### config.mk
export PLATFORM = sky130hd
export DESIGN_NAME = sif_top
export DESIGN_NICKNAME = d
export VERILOG_FILES = /design/src/sif_pkg.sv /design/src/sif_top.sv
export VERILOG_INCLUDE_DIRS = /design/src
export SDC_FILE = /design/constraint.sdc
export NUM_CORES = 2
export LEC_CHECK = 0
export BUFFER_PORTS_ARGS = -buffer_cell sky130_fd_sc_hd__clkbuf_2
export CORE_ASPECT_RATIO = 0.8
export CORE_MARGIN = 2
export CORE_UTILIZATION = 50
export DETAILED_ROUTE_END_ITERATION = 10
export PLACE_DENSITY = 0.68
export SYNTH_ARGS = -nofsm -noshare
export SYNTH_HDL_FRONTEND = slang
export SYNTH_SLANG_ARGS = --single-unit
### constraint.sdc
create_clock -name i_core_clk -period 10.4 [get_ports i_core_clk]
set_clock_uncertainty 0.15 [all_clocks]
set_input_delay 1.56 -clock i_core_clk [delete_from_list [all_inputs] [get_ports i_core_clk]]
set_output_delay 1.56 -clock i_core_clk [all_outputs]
set_load 0.005 [all_outputs]
### src/sif_params.svh
// Constants of the servo input function block
// Behaviour
// Two monitor offsets, -800..800, survive parameter reset
// Speed/torque input offsets, -5000..5000, default zero
// Undervoltage level 140..190 V rms, default 160
// Alarm when bus below level times root two
// Code 0x01: servo on while input on
// Code 0x02: rising edge clears alarm if gone
// Code 0x03: gain switch in PT/S when select 1
// Code 0x04: clear pulse counter, PT, edge/level
// Code 0x05: zero clamp below threshold, speed mode
// Synchronise inputs, edge by sample compare
// Controller holds levels several sample periods
`ifndef SIF_PARAMS_SVH
`define SIF_PARAMS_SVH
// Register indices, byte address is index times four
`define SIF_IDX_MON_A    14'h0428
`define SIF_IDX_MON_B    14'h042a
`define SIF_IDX_SPD_OFS  14'h042c
`define SIF_IDX_TRQ_OFS  14'h042e
`define SIF_IDX_UV_LVL   14'h0430
`define SIF_IDX_CTRL     14'h0500
`define SIF_IDX_ZERO_SPD 14'h0501
`define SIF_IDX_DI_FUNC  14'h0502
`define SIF_IDX_STATUS   14'h0503
`define SIF_IDX_IRQ_STAT 14'h0504
`define SIF_IDX_IRQ_MASK 14'h0505
// Value ranges and defaults
`define SIF_MON_MIN 16'hfce0
`define SIF_MON_MAX 16'h0320
`define SIF_OFS_MIN 16'hec78
`define SIF_OFS_MAX 16'h1388
`define SIF_UV_MIN  16'h008c
`define SIF_UV_MAX  16'h00be
`define SIF_UV_DEF  16'h00a0
// Control register fields
`define SIF_CTRL_MODE_LSB 0
`define SIF_CTRL_GSEL_LSB 4
`define SIF_CTRL_CLR_LVL  8
`define SIF_CTRL_PRST     15
`define SIF_GSEL_ON       4'h1
// Input function codes
`define SIF_FN_SERVO_ON 8'h01
`define SIF_FN_ALM_CLR  8'h02
`define SIF_FN_GAIN_SW  8'h03
`define SIF_FN_PCLR     8'h04
`define SIF_FN_ZERO_SPEED_HOLD_INPUT   8'h05
// Bus answers
`define SIF_RESP_OKAY   2'h0
`define SIF_RESP_SLVERR 2'h2
`endif

### src/sif_pkg.sv
// Types of the servo input function block
package sif_pkg;
  // Control modes
  typedef enum logic [1:0] {
    SIF_MODE_PT = 2'h0,
    SIF_MODE_S  = 2'h1,
    SIF_MODE_T  = 2'h2
  } sif_mode_t;

  // Function outputs toward the drive
  typedef struct packed {
    logic        servo_on;
    logic        alarm;
    logic        alarm_cleared;
    logic        gain_high;
    logic        pulse_clear;
    logic        zero_clamp;
    logic        irq;
    logic [15:0] spd_apply;
    logic [15:0] trq_apply;
  } sif_out_t;

  // Bus slave holding state
  typedef struct packed {
    logic        awready;
    logic        wready;
    logic        arready;
    logic        aw_have;
    logic        w_have;
    logic [13:0] aw_idx;
    logic [31:0] wdata;
    logic [3:0]  wstrb;
    logic        bvalid;
    logic [1:0]  bresp;
    logic        rvalid;
    logic [31:0] rdata;
    logic [1:0]  rresp;
  } sif_axi_t;

  // Whole block state
  typedef struct packed {
    logic [15:0] mon_a;
    logic [15:0] mon_b;
    logic [15:0] spd_ofs;
    logic [15:0] trq_ofs;
    logic [15:0] uv_level;
    logic [15:0] zero_spd;
    sif_mode_t   mode;
    logic [3:0]  gain_sel;
    logic        clr_level;
    logic [31:0] di_func;
    logic [3:0]  di_s1;
    logic [3:0]  di_s2;
    logic [3:0]  di_prev;
    logic [2:0]  irq_stat;
    logic [2:0]  irq_mask;
    sif_out_t    outs;
    sif_axi_t    axi;
  } sif_state_t;
endpackage : sif_pkg

### src/sif_top.sv
// Servo input functions and tuning parameters
`timescale 1ns/1ns
`include "sif_params.svh"
module sif_top (
  // Clock, reset, enable
  input  wire logic        i_core_clk,
  input  wire logic        i_rst_n,
  input  wire logic        i_clk_en,
  // Digital inputs from controller
  input  wire logic [3:0]  i_di,
  // Drive measurements
  input  wire logic [15:0] i_dc_bus_volt,
  input  wire logic [15:0] i_motor_speed,
  // AXI4-Lite write address
  input  wire logic        i_awvalid,
  output logic             o_awready,
  input  wire logic [15:0] i_awaddr,
  input  wire logic [2:0]  i_awprot,
  // AXI4-Lite write data
  input  wire logic        i_wvalid,
  output logic             o_wready,
  input  wire logic [31:0] i_wdata,
  input  wire logic [3:0]  i_wstrb,
  // AXI4-Lite write response
  output logic             o_bvalid,
  input  wire logic        i_bready,
  output logic [1:0]       o_bresp,
  // AXI4-Lite read address
  input  wire logic        i_arvalid,
  output logic             o_arready,
  input  wire logic [15:0] i_araddr,
  input  wire logic [2:0]  i_arprot,
  // AXI4-Lite read data
  output logic             o_rvalid,
  input  wire logic        i_rready,
  output logic [31:0]      o_rdata,
  output logic [1:0]       o_rresp,
  // Function outputs
  output logic             o_servo_on,
  output logic             o_uv_alarm,
  output logic             o_alarm_cleared,
  output logic             o_gain_high,
  output logic             o_pulse_clear,
  output logic             o_zero_clamp,
  output logic             o_irq,
  // Offsets applied downstream
  output logic [15:0]      o_monitor_out_a,
  output logic [15:0]      o_monitor_out_b,
  output logic [15:0]      o_speed_offset,
  output logic [15:0]      o_torque_offset
);

  // Registered and next state
  sif_pkg::sif_state_t state_reg;
  sif_pkg::sif_state_t state_next;

  // Decoded input events
  logic       servo_lvl;
  logic       alm_rise;
  logic       gain_lvl;
  logic       pclr_lvl;
  logic       pclr_rise;
  logic       zc_lvl;
  logic       uv_cond;
  logic       do_wr;
  logic       prst;
  logic [2:0] irq_ev;
  logic [2:0] irq_clr;
  logic [15:0] wval;

  // Any input carrying code that is set in mask
  function automatic logic fn_hit(
    input logic [31:0] func,
    input logic [3:0]  mask,
    input logic [7:0]  code
  );
    logic hit;
    hit = 1'b0;
    for (int i = 0; i < 4; i++) begin
      if (mask[i] && func[i*8 +: 8] == code) begin
        hit = 1'b1;
      end
    end
    return hit;
  endfunction : fn_hit

  // Signed range check
  function automatic logic in_range(
    input logic [15:0] val,
    input logic [15:0] lo,
    input logic [15:0] hi
  );
    return ($signed(val) >= $signed(lo)) &&
           ($signed(val) <= $signed(hi));
  endfunction : in_range

  // Byte-lane merge into a 16-bit field
  function automatic logic [15:0] merge16(
    input logic [15:0] old,
    input logic [31:0] data,
    input logic [3:0]  strb
  );
    logic [15:0] v;
    v = old;
    if (strb[0]) begin
      v[7:0] = data[7:0];
    end
    if (strb[1]) begin
      v[15:8] = data[15:8];
    end
    return v;
  endfunction : merge16

  // Bus below level times root two, squared form
  function automatic logic uv_low(
    input logic [15:0] dc,
    input logic [15:0] lvl
  );
    logic [33:0] dc_sq;
    logic [33:0] lv_sq;
    // Full-width products, doubled level square
    dc_sq = 34'(dc) * 34'(dc);
    lv_sq = (34'(lvl) * 34'(lvl)) << 1;
    return dc_sq < lv_sq;
  endfunction : uv_low

  // Magnitude of a signed speed
  function automatic logic [15:0] abs16(
    input logic [15:0] v
  );
    return v[15] ? 16'(-v) : v;
  endfunction : abs16

  // Register read mux
  function automatic logic [31:0] rd_mux(
    input sif_pkg::sif_state_t s,
    input logic [13:0]         idx
  );
    logic [31:0] d;
    d = 32'h0000_0000;
    unique case (idx)
      `SIF_IDX_MON_A:    d[15:0] = s.mon_a;
      `SIF_IDX_MON_B:    d[15:0] = s.mon_b;
      `SIF_IDX_SPD_OFS:  d[15:0] = s.spd_ofs;
      `SIF_IDX_TRQ_OFS:  d[15:0] = s.trq_ofs;
      `SIF_IDX_UV_LVL:   d[15:0] = s.uv_level;
      `SIF_IDX_ZERO_SPD: d[15:0] = s.zero_spd;
      `SIF_IDX_DI_FUNC:  d = s.di_func;
      `SIF_IDX_IRQ_STAT: d[2:0] = s.irq_stat;
      `SIF_IDX_IRQ_MASK: d[2:0] = s.irq_mask;
      `SIF_IDX_CTRL: begin
        d[`SIF_CTRL_MODE_LSB +: 2] = s.mode;
        d[`SIF_CTRL_GSEL_LSB +: 4] = s.gain_sel;
        d[`SIF_CTRL_CLR_LVL]       = s.clr_level;
      end
      `SIF_IDX_STATUS: begin
        d[0]    = s.outs.servo_on;
        d[1]    = s.outs.alarm;
        d[2]    = s.outs.gain_high;
        d[3]    = s.outs.pulse_clear;
        d[4]    = s.outs.zero_clamp;
        d[11:8] = s.di_s2;
      end
      default: d = 32'h0000_0000;
    endcase
    return d;
  endfunction : rd_mux

  // Known register index
  function automatic logic mapped(
    input logic [13:0] idx
  );
    return (idx >= `SIF_IDX_MON_A && idx <= `SIF_IDX_UV_LVL &&
            idx[0] == 1'b0 && idx != 14'h0432) ||
           (idx >= `SIF_IDX_CTRL && idx <= `SIF_IDX_IRQ_MASK);
  endfunction : mapped

  // Next-state logic
  always_comb begin
    state_next = state_reg;
    // Two-stage sync, then previous sample
    state_next.di_s1   = i_di;
    state_next.di_s2   = state_reg.di_s1;
    state_next.di_prev = state_reg.di_s2;
    // Input function decode on synced levels
    servo_lvl = fn_hit(state_reg.di_func, state_reg.di_s2,
                       `SIF_FN_SERVO_ON);
    alm_rise  = fn_hit(state_reg.di_func,
                       state_reg.di_s2 & ~state_reg.di_prev,
                       `SIF_FN_ALM_CLR);
    gain_lvl  = fn_hit(state_reg.di_func, state_reg.di_s2,
                       `SIF_FN_GAIN_SW);
    pclr_lvl  = fn_hit(state_reg.di_func, state_reg.di_s2,
                       `SIF_FN_PCLR);
    pclr_rise = fn_hit(state_reg.di_func,
                       state_reg.di_s2 & ~state_reg.di_prev,
                       `SIF_FN_PCLR);
    zc_lvl    = fn_hit(state_reg.di_func, state_reg.di_s2,
                       `SIF_FN_ZERO_SPEED_HOLD_INPUT);
    uv_cond   = uv_low(i_dc_bus_volt, state_reg.uv_level);

    // Bus address and data capture
    if (i_awvalid && state_reg.axi.awready) begin
      state_next.axi.aw_have = 1'b1;
      state_next.axi.aw_idx  = i_awaddr[15:2];
    end
    if (i_wvalid && state_reg.axi.wready) begin
      state_next.axi.w_have = 1'b1;
      state_next.axi.wdata  = i_wdata;
      state_next.axi.wstrb  = i_wstrb;
    end
    if (state_reg.axi.bvalid && i_bready) begin
      state_next.axi.bvalid = 1'b0;
    end

    // Register write once both halves held
    do_wr   = state_reg.axi.aw_have && state_reg.axi.w_have &&
              !state_reg.axi.bvalid;
    prst    = 1'b0;
    irq_clr = 3'h0;
    wval    = merge16(16'h0000, state_reg.axi.wdata,
                      state_reg.axi.wstrb);
    if (do_wr) begin
      state_next.axi.aw_have = 1'b0;
      state_next.axi.w_have  = 1'b0;
      state_next.axi.bvalid  = 1'b1;
      state_next.axi.bresp   = mapped(state_reg.axi.aw_idx) ?
                               `SIF_RESP_OKAY : `SIF_RESP_SLVERR;
      unique case (state_reg.axi.aw_idx)
        // Out-of-range values are dropped
        `SIF_IDX_MON_A: begin
          wval = merge16(state_reg.mon_a, state_reg.axi.wdata,
                         state_reg.axi.wstrb);
          if (in_range(wval, `SIF_MON_MIN, `SIF_MON_MAX)) begin
            state_next.mon_a = wval;
          end
        end
        `SIF_IDX_MON_B: begin
          wval = merge16(state_reg.mon_b, state_reg.axi.wdata,
                         state_reg.axi.wstrb);
          if (in_range(wval, `SIF_MON_MIN, `SIF_MON_MAX)) begin
            state_next.mon_b = wval;
          end
        end
        `SIF_IDX_SPD_OFS: begin
          wval = merge16(state_reg.spd_ofs, state_reg.axi.wdata,
                         state_reg.axi.wstrb);
          if (in_range(wval, `SIF_OFS_MIN, `SIF_OFS_MAX)) begin
            state_next.spd_ofs = wval;
          end
        end
        `SIF_IDX_TRQ_OFS: begin
          wval = merge16(state_reg.trq_ofs, state_reg.axi.wdata,
                         state_reg.axi.wstrb);
          if (in_range(wval, `SIF_OFS_MIN, `SIF_OFS_MAX)) begin
            state_next.trq_ofs = wval;
          end
        end
        `SIF_IDX_UV_LVL: begin
          wval = merge16(state_reg.uv_level, state_reg.axi.wdata,
                         state_reg.axi.wstrb);
          if (in_range(wval, `SIF_UV_MIN, `SIF_UV_MAX)) begin
            state_next.uv_level = wval;
          end
        end
        `SIF_IDX_ZERO_SPD: begin
          state_next.zero_spd = wval;
        end
        `SIF_IDX_CTRL: begin
          // Mode code 3 is illegal and ignored
          if (state_reg.axi.wstrb[0] &&
              state_reg.axi.wdata[1:0] != 2'h3) begin
            state_next.mode = sif_pkg::sif_mode_t'(
              state_reg.axi.wdata[`SIF_CTRL_MODE_LSB +: 2]);
          end
          if (state_reg.axi.wstrb[0]) begin
            state_next.gain_sel =
              state_reg.axi.wdata[`SIF_CTRL_GSEL_LSB +: 4];
          end
          if (state_reg.axi.wstrb[1]) begin
            state_next.clr_level =
              state_reg.axi.wdata[`SIF_CTRL_CLR_LVL];
            prst = state_reg.axi.wdata[`SIF_CTRL_PRST];
          end
        end
        `SIF_IDX_DI_FUNC: begin
          for (int b = 0; b < 4; b++) begin
            if (state_reg.axi.wstrb[b]) begin
              state_next.di_func[b*8 +: 8] =
                state_reg.axi.wdata[b*8 +: 8];
            end
          end
        end
        `SIF_IDX_IRQ_STAT: begin
          if (state_reg.axi.wstrb[0]) begin
            irq_clr = state_reg.axi.wdata[2:0];
          end
        end
        `SIF_IDX_IRQ_MASK: begin
          if (state_reg.axi.wstrb[0]) begin
            state_next.irq_mask = state_reg.axi.wdata[2:0];
          end
        end
        default: begin
        end
      endcase
    end

    // Parameter reset spares monitor offsets
    if (prst) begin
      state_next.spd_ofs  = 16'h0000;
      state_next.trq_ofs  = 16'h0000;
      state_next.uv_level = `SIF_UV_DEF;
    end

    // Read channel, one beat at a time
    if (state_reg.axi.rvalid && i_rready) begin
      state_next.axi.rvalid = 1'b0;
    end
    if (i_arvalid && state_reg.axi.arready) begin
      state_next.axi.rvalid = 1'b1;
      state_next.axi.rdata  = rd_mux(state_reg, i_araddr[15:2]);
      state_next.axi.rresp  = mapped(i_araddr[15:2]) ?
                              `SIF_RESP_OKAY : `SIF_RESP_SLVERR;
    end
    state_next.axi.awready = !state_next.axi.aw_have;
    state_next.axi.wready  = !state_next.axi.w_have;
    state_next.axi.arready = !state_next.axi.rvalid;

    // Alarm: cause sets, edge clears once cause gone
    state_next.outs.alarm_cleared = 1'b0;
    if (alm_rise && !uv_cond && state_reg.outs.alarm) begin
      state_next.outs.alarm         = 1'b0;
      state_next.outs.alarm_cleared = 1'b1;
    end
    if (uv_cond) begin
      state_next.outs.alarm = 1'b1;
    end

    // Level and edge functions
    state_next.outs.servo_on  = servo_lvl;
    state_next.outs.gain_high = gain_lvl &&
      state_reg.gain_sel == `SIF_GSEL_ON &&
      state_reg.mode != sif_pkg::SIF_MODE_T;
    state_next.outs.pulse_clear =
      state_reg.mode == sif_pkg::SIF_MODE_PT &&
      (state_reg.clr_level ? pclr_lvl : pclr_rise);
    state_next.outs.zero_clamp = zc_lvl &&
      state_reg.mode == sif_pkg::SIF_MODE_S &&
      abs16(i_motor_speed) < state_reg.zero_spd;

    // Offsets only in their own mode
    state_next.outs.spd_apply =
      (state_reg.mode == sif_pkg::SIF_MODE_S) ?
      state_reg.spd_ofs : 16'h0000;
    state_next.outs.trq_apply =
      (state_reg.mode == sif_pkg::SIF_MODE_T) ?
      state_reg.trq_ofs : 16'h0000;

    // Sticky events, set beats clear
    irq_ev = {state_next.outs.pulse_clear,
              state_next.outs.alarm_cleared,
              uv_cond && !state_reg.outs.alarm};
    state_next.irq_stat = (state_reg.irq_stat & ~irq_clr) | irq_ev;
    state_next.outs.irq = |(state_next.irq_stat &
                            state_next.irq_mask);
  end

  // State register, synchronous reset
  always_ff @(posedge i_core_clk) begin
    if (!i_rst_n) begin
      state_reg             <= '0;
      state_reg.uv_level    <= `SIF_UV_DEF;
      state_reg.axi.awready <= 1'b1;
      state_reg.axi.wready  <= 1'b1;
      state_reg.axi.arready <= 1'b1;
    end else if (i_clk_en) begin
      state_reg <= state_next;
    end
  end

  // Outputs straight from state
  assign o_awready       = state_reg.axi.awready;
  assign o_wready        = state_reg.axi.wready;
  assign o_bvalid        = state_reg.axi.bvalid;
  assign o_bresp         = state_reg.axi.bresp;
  assign o_arready       = state_reg.axi.arready;
  assign o_rvalid        = state_reg.axi.rvalid;
  assign o_rdata         = state_reg.axi.rdata;
  assign o_rresp         = state_reg.axi.rresp;
  assign o_servo_on      = state_reg.outs.servo_on;
  assign o_uv_alarm      = state_reg.outs.alarm;
  assign o_alarm_cleared = state_reg.outs.alarm_cleared;
  assign o_gain_high     = state_reg.outs.gain_high;
  assign o_pulse_clear   = state_reg.outs.pulse_clear;
  assign o_zero_clamp    = state_reg.outs.zero_clamp;
  assign o_irq           = state_reg.outs.irq;
  assign o_monitor_out_a = state_reg.mon_a;
  assign o_monitor_out_b = state_reg.mon_b;
  assign o_speed_offset  = state_reg.outs.spd_apply;
  assign o_torque_offset = state_reg.outs.trq_apply;

endmodule : sif_top

==> results.sh <==
export IMPL_cts_buffers=25
export IMPL_yosys_area_share_simple_pct=18.3
export IMPL_cts_setup_buffers=0
export IMPL_die_x_um=275
export IMPL_port_buffers=217
export IMPL_met3_usage_pct=7.62
export IMPL_fin_tns_setup_ns=0
export IMPL_yosysSeqAreaShare_pct=19.2
export IMPL_clk_latency_ns=0.55
export IMPL_period_share_pct=88.6
export IMPL_crit_path_start_kind="input pin"
export IMPL_synth_cells=3445
export IMPL_gp_congestion=0.993
export IMPL_max_vdd_ir_drop_mv=0.388
export IMPL_hold_viol=0
export IMPL_synth_avg_cell_area_um2=8.55
export IMPL_finalNonFillerCells=4248
export IMPL_initial_core_util_pct=50.6
export IMPL_synth_top_family_by_area="adder cells"
export IMPL_cts_hold_buf=0
export IMPL_first_iter_violations=2090
export IMPL_rows=79
export IMPL_required_ns=10.68
export IMPL_clockBufferDepth=3
export IMPL_status="complete, no violations"
export IMPL_hp_class="flop to flop"
export IMPL_use_met1_pct=41.9
export IMPL_synth_compound_area_share_pct=13.9
export IMPL_cts_clk_slew_worst_paths_ns=0.07
export IMPL_power_density_nw_per_um2=208
export IMPL_rsz0062_at_grt="false"
export IMPL_cap_viol_max_count=0
export IMPL_area_growth_pct=5.83
export IMPL_root_buffer="clkbuf_16"
export IMPL_drc=0
export IMPL_htreeDepth=1
export IMPL_boundaryPins=230
export IMPL_worstSetupPathType="input pin to flop"
export IMPL_drt_total_wl_um=80100
export IMPL_largest_register_ffs=165
export IMPL_cts_tree="done"
export IMPL_grt_start_max_net_pins=137
export IMPL_busiest_layer="met1"
export IMPL_antenna_left=0
export IMPL_synthFlopType="dfxtp_1"
export IMPL_power_leakage_nw=14.9
export IMPL_grt_pass1_wl_um=129000
export IMPL_gr_usage_met2_pct=37.0
export IMPL_ys_ff_latch=283
export IMPL_fin_nets=4148
export IMPL_drv_slew=0
export IMPL_synth_mux_area_share_pct=2.32
export IMPL_slowest_delay_ns=0.54
export IMPL_yosys_area_share_xor_xnor_pct=2.76
export IMPL_postSynth_asyncResetShare_pct=0
export IMPL_relSlewSlack_pct=17.8
export IMPL_first_global_vias=22900
export IMPL_cp_end_kind="flop"
export IMPL_fill_cells=5403
export IMPL_synth_edf_count=0
export IMPL_firstDrtPassIters=7
export IMPL_yosys_area_share_adder_pct=32.3
export IMPL_setup_viol=0
export IMPL_path_max_fanout=14
export IMPL_ys_warn_count=0
export IMPL_antenna_found_initial=2
export IMPL_synth_area_um2=29500
export IMPL_crit_top_cell="inv_1"
export IMPL_clkSinkCount=283
export IMPL_via_per_inst=5.55
export IMPL_cts_resized=0
export IMPL_die_h_um=221
export IMPL_wl_per_cell_um=18.9
export IMPL_critPathArrivalTime_ns=9.50
export IMPL_design_die_area_um2=60900
export IMPL_hpwlAfterDp_um=63600
export IMPL_grt_overflow_total=0
export IMPL_ys_types=92
export IMPL_grt_usage_pct=26.7
export IMPL_dp_cells=4203
export IMPL_cpMaxStageDelayCell="fa_1"
export IMPL_num_vias=23600
export IMPL_core_um2=58200
export IMPL_min_period_ns=9.22
export IMPL_drive_gt1_share_pct=9.83
export IMPL_fmax_ghz=0.108
export IMPL_max_slew_worst_pin_slew_ns=1.23
worst max-delay path, delay by kind of cell:
family | cells | cell delay (ns)
compound gates | 11 | 2.47
fa+ha+maj | 8 | 3.19
simple gates | 7 | 1.27
buf+inv | 9 | 1.02
logic make-up (layout without fill, tap and decap cells):
group	after synthesis	in the layout
mux	67	67
compound gates	580	580
fa+ha+maj	569	569
flops	283	283
other cells	1	3
simple gates	1086	1086
buf+inv	766	798
xor+xnor	93	93
power breakdown:
part           switching (W)  internal, W
registers          0.0000274      0.00110
logic                0.00245      0.00194
clock network       0.000439     0.000528
total                0.00292      0.00357
metrics by stage:
step	hold WS [ns]	utilization [%]	setup WS (ns)	area, um^2	total power [W]
2_1_floorplan	0.281	-	1.52	29500	0.00460
3_3_place_gp	0.289	52.2	0.625	30400	0.00545
5_1_grt	0.327	53.6	0.500	31200	0.00731
6_report	0.300	53.6	1.18	31200	0.00649
3_5_place_dp	0.293	52.2	0.597	30400	0.00550
4_1_cts	0.302	53.6	1.15	31200	0.00649
cell usage after synthesis, types with 29 or more instances:
| cell | number | share of area [%] |
|---|---|---|
| a22oi_1 | 55 | 1.4 |
| a31oi_1 | 29 | 0.62 |
| ha_1 | 249 | 11 |
| and2_1 | 130 | 2.8 |
| a21boi_0 | 98 | 2.5 |
| nor2b_1 | 98 | 2.1 |
| mux2i_1 | 60 | 2.0 |
| dfxtp_1 | 283 | 19 |
| fa_1 | 320 | 22 |
| nand3_1 | 87 | 1.5 |
| o21ai_0 | 83 | 1.4 |
| a21boi_1 | 40 | 1.0 |
| nor2_1 | 141 | 1.8 |
| nor3_1 | 31 | 0.53 |
| a21o_1 | 35 | 0.89 |
| nand2_1 | 443 | 5.6 |
| clkbuf_1 | 127 | 1.6 |
| buf_4 | 105 | 2.7 |
| a21oi_1 | 79 | 1.3 |
| inv_1 | 505 | 6.4 |
| xnor2_1 | 69 | 2.1 |
final cells by class:
cell class	instances	area [um^2]	share of cell area, %
inverter	506	1900	6.09
sequential	283	5670	18.2
clock buffer	35	713	2.29
antenna	1	2.50	0.00803
timing repair buffer	248	1330	4.25
tap	769	962	3.09
clock inverter	9	98.8	0.317
multi-input combinational	2397	20500	65.8
placed cells by master, fill, tap and decap left out, types with 23 or more instances in the layout:
| cell | count |
|---|---|
| a22oi_1 | 55 |
| a21boi_0 | 98 |
| a21boi_1 | 40 |
| inv_1 | 505 |
| clkbuf_16 | 25 |
| nand3_1 | 87 |
| nor2b_1 | 98 |
| nand4_1 | 24 |
| nor2_1 | 139 |
| and2_1 | 130 |
| xor2_1 | 24 |
| clkbuf_2 | 215 |
| a221oi_1 | 23 |
| a21oi_1 | 79 |
| o21ai_0 | 83 |
| ha_1 | 249 |
| dfxtp_1 | 282 |
| nor3_1 | 31 |
| nand2_1 | 443 |
| mux2i_1 | 60 |
| xnor2_1 | 69 |
| nand2b_1 | 25 |
| fa_1 | 320 |
| buf_4 | 31 |
| a31oi_1 | 29 |
| o21a_1 | 25 |
| a21o_1 | 35 |
worst paths after layout:
kind	start	endpoint	slack (ns)	cells past startpoint
max	i_dc_bus_volt[1]	o_irq$_SDFFE_PN0P_	1.18	35
min	o_rdata[25]$_SDFFE_PN0P_	o_rdata[25]$_SDFFE_PN0P_	0.30	2
max reg2reg	state_reg[213]$_SDFFE_PN0P_	o_irq$_SDFFE_PN0P_	1.54	32
min reg2reg	o_rdata[25]$_SDFFE_PN0P_	o_rdata[25]$_SDFFE_PN0P_	0.30	2
layer usage:
metal,up-vias,part of all wire (%)
li1,11200,-
met3,75,12
met2,978,40
met4,4,0.94
met1,11300,48
met5,-,0.037
Power figures use the tool's default switching activity.
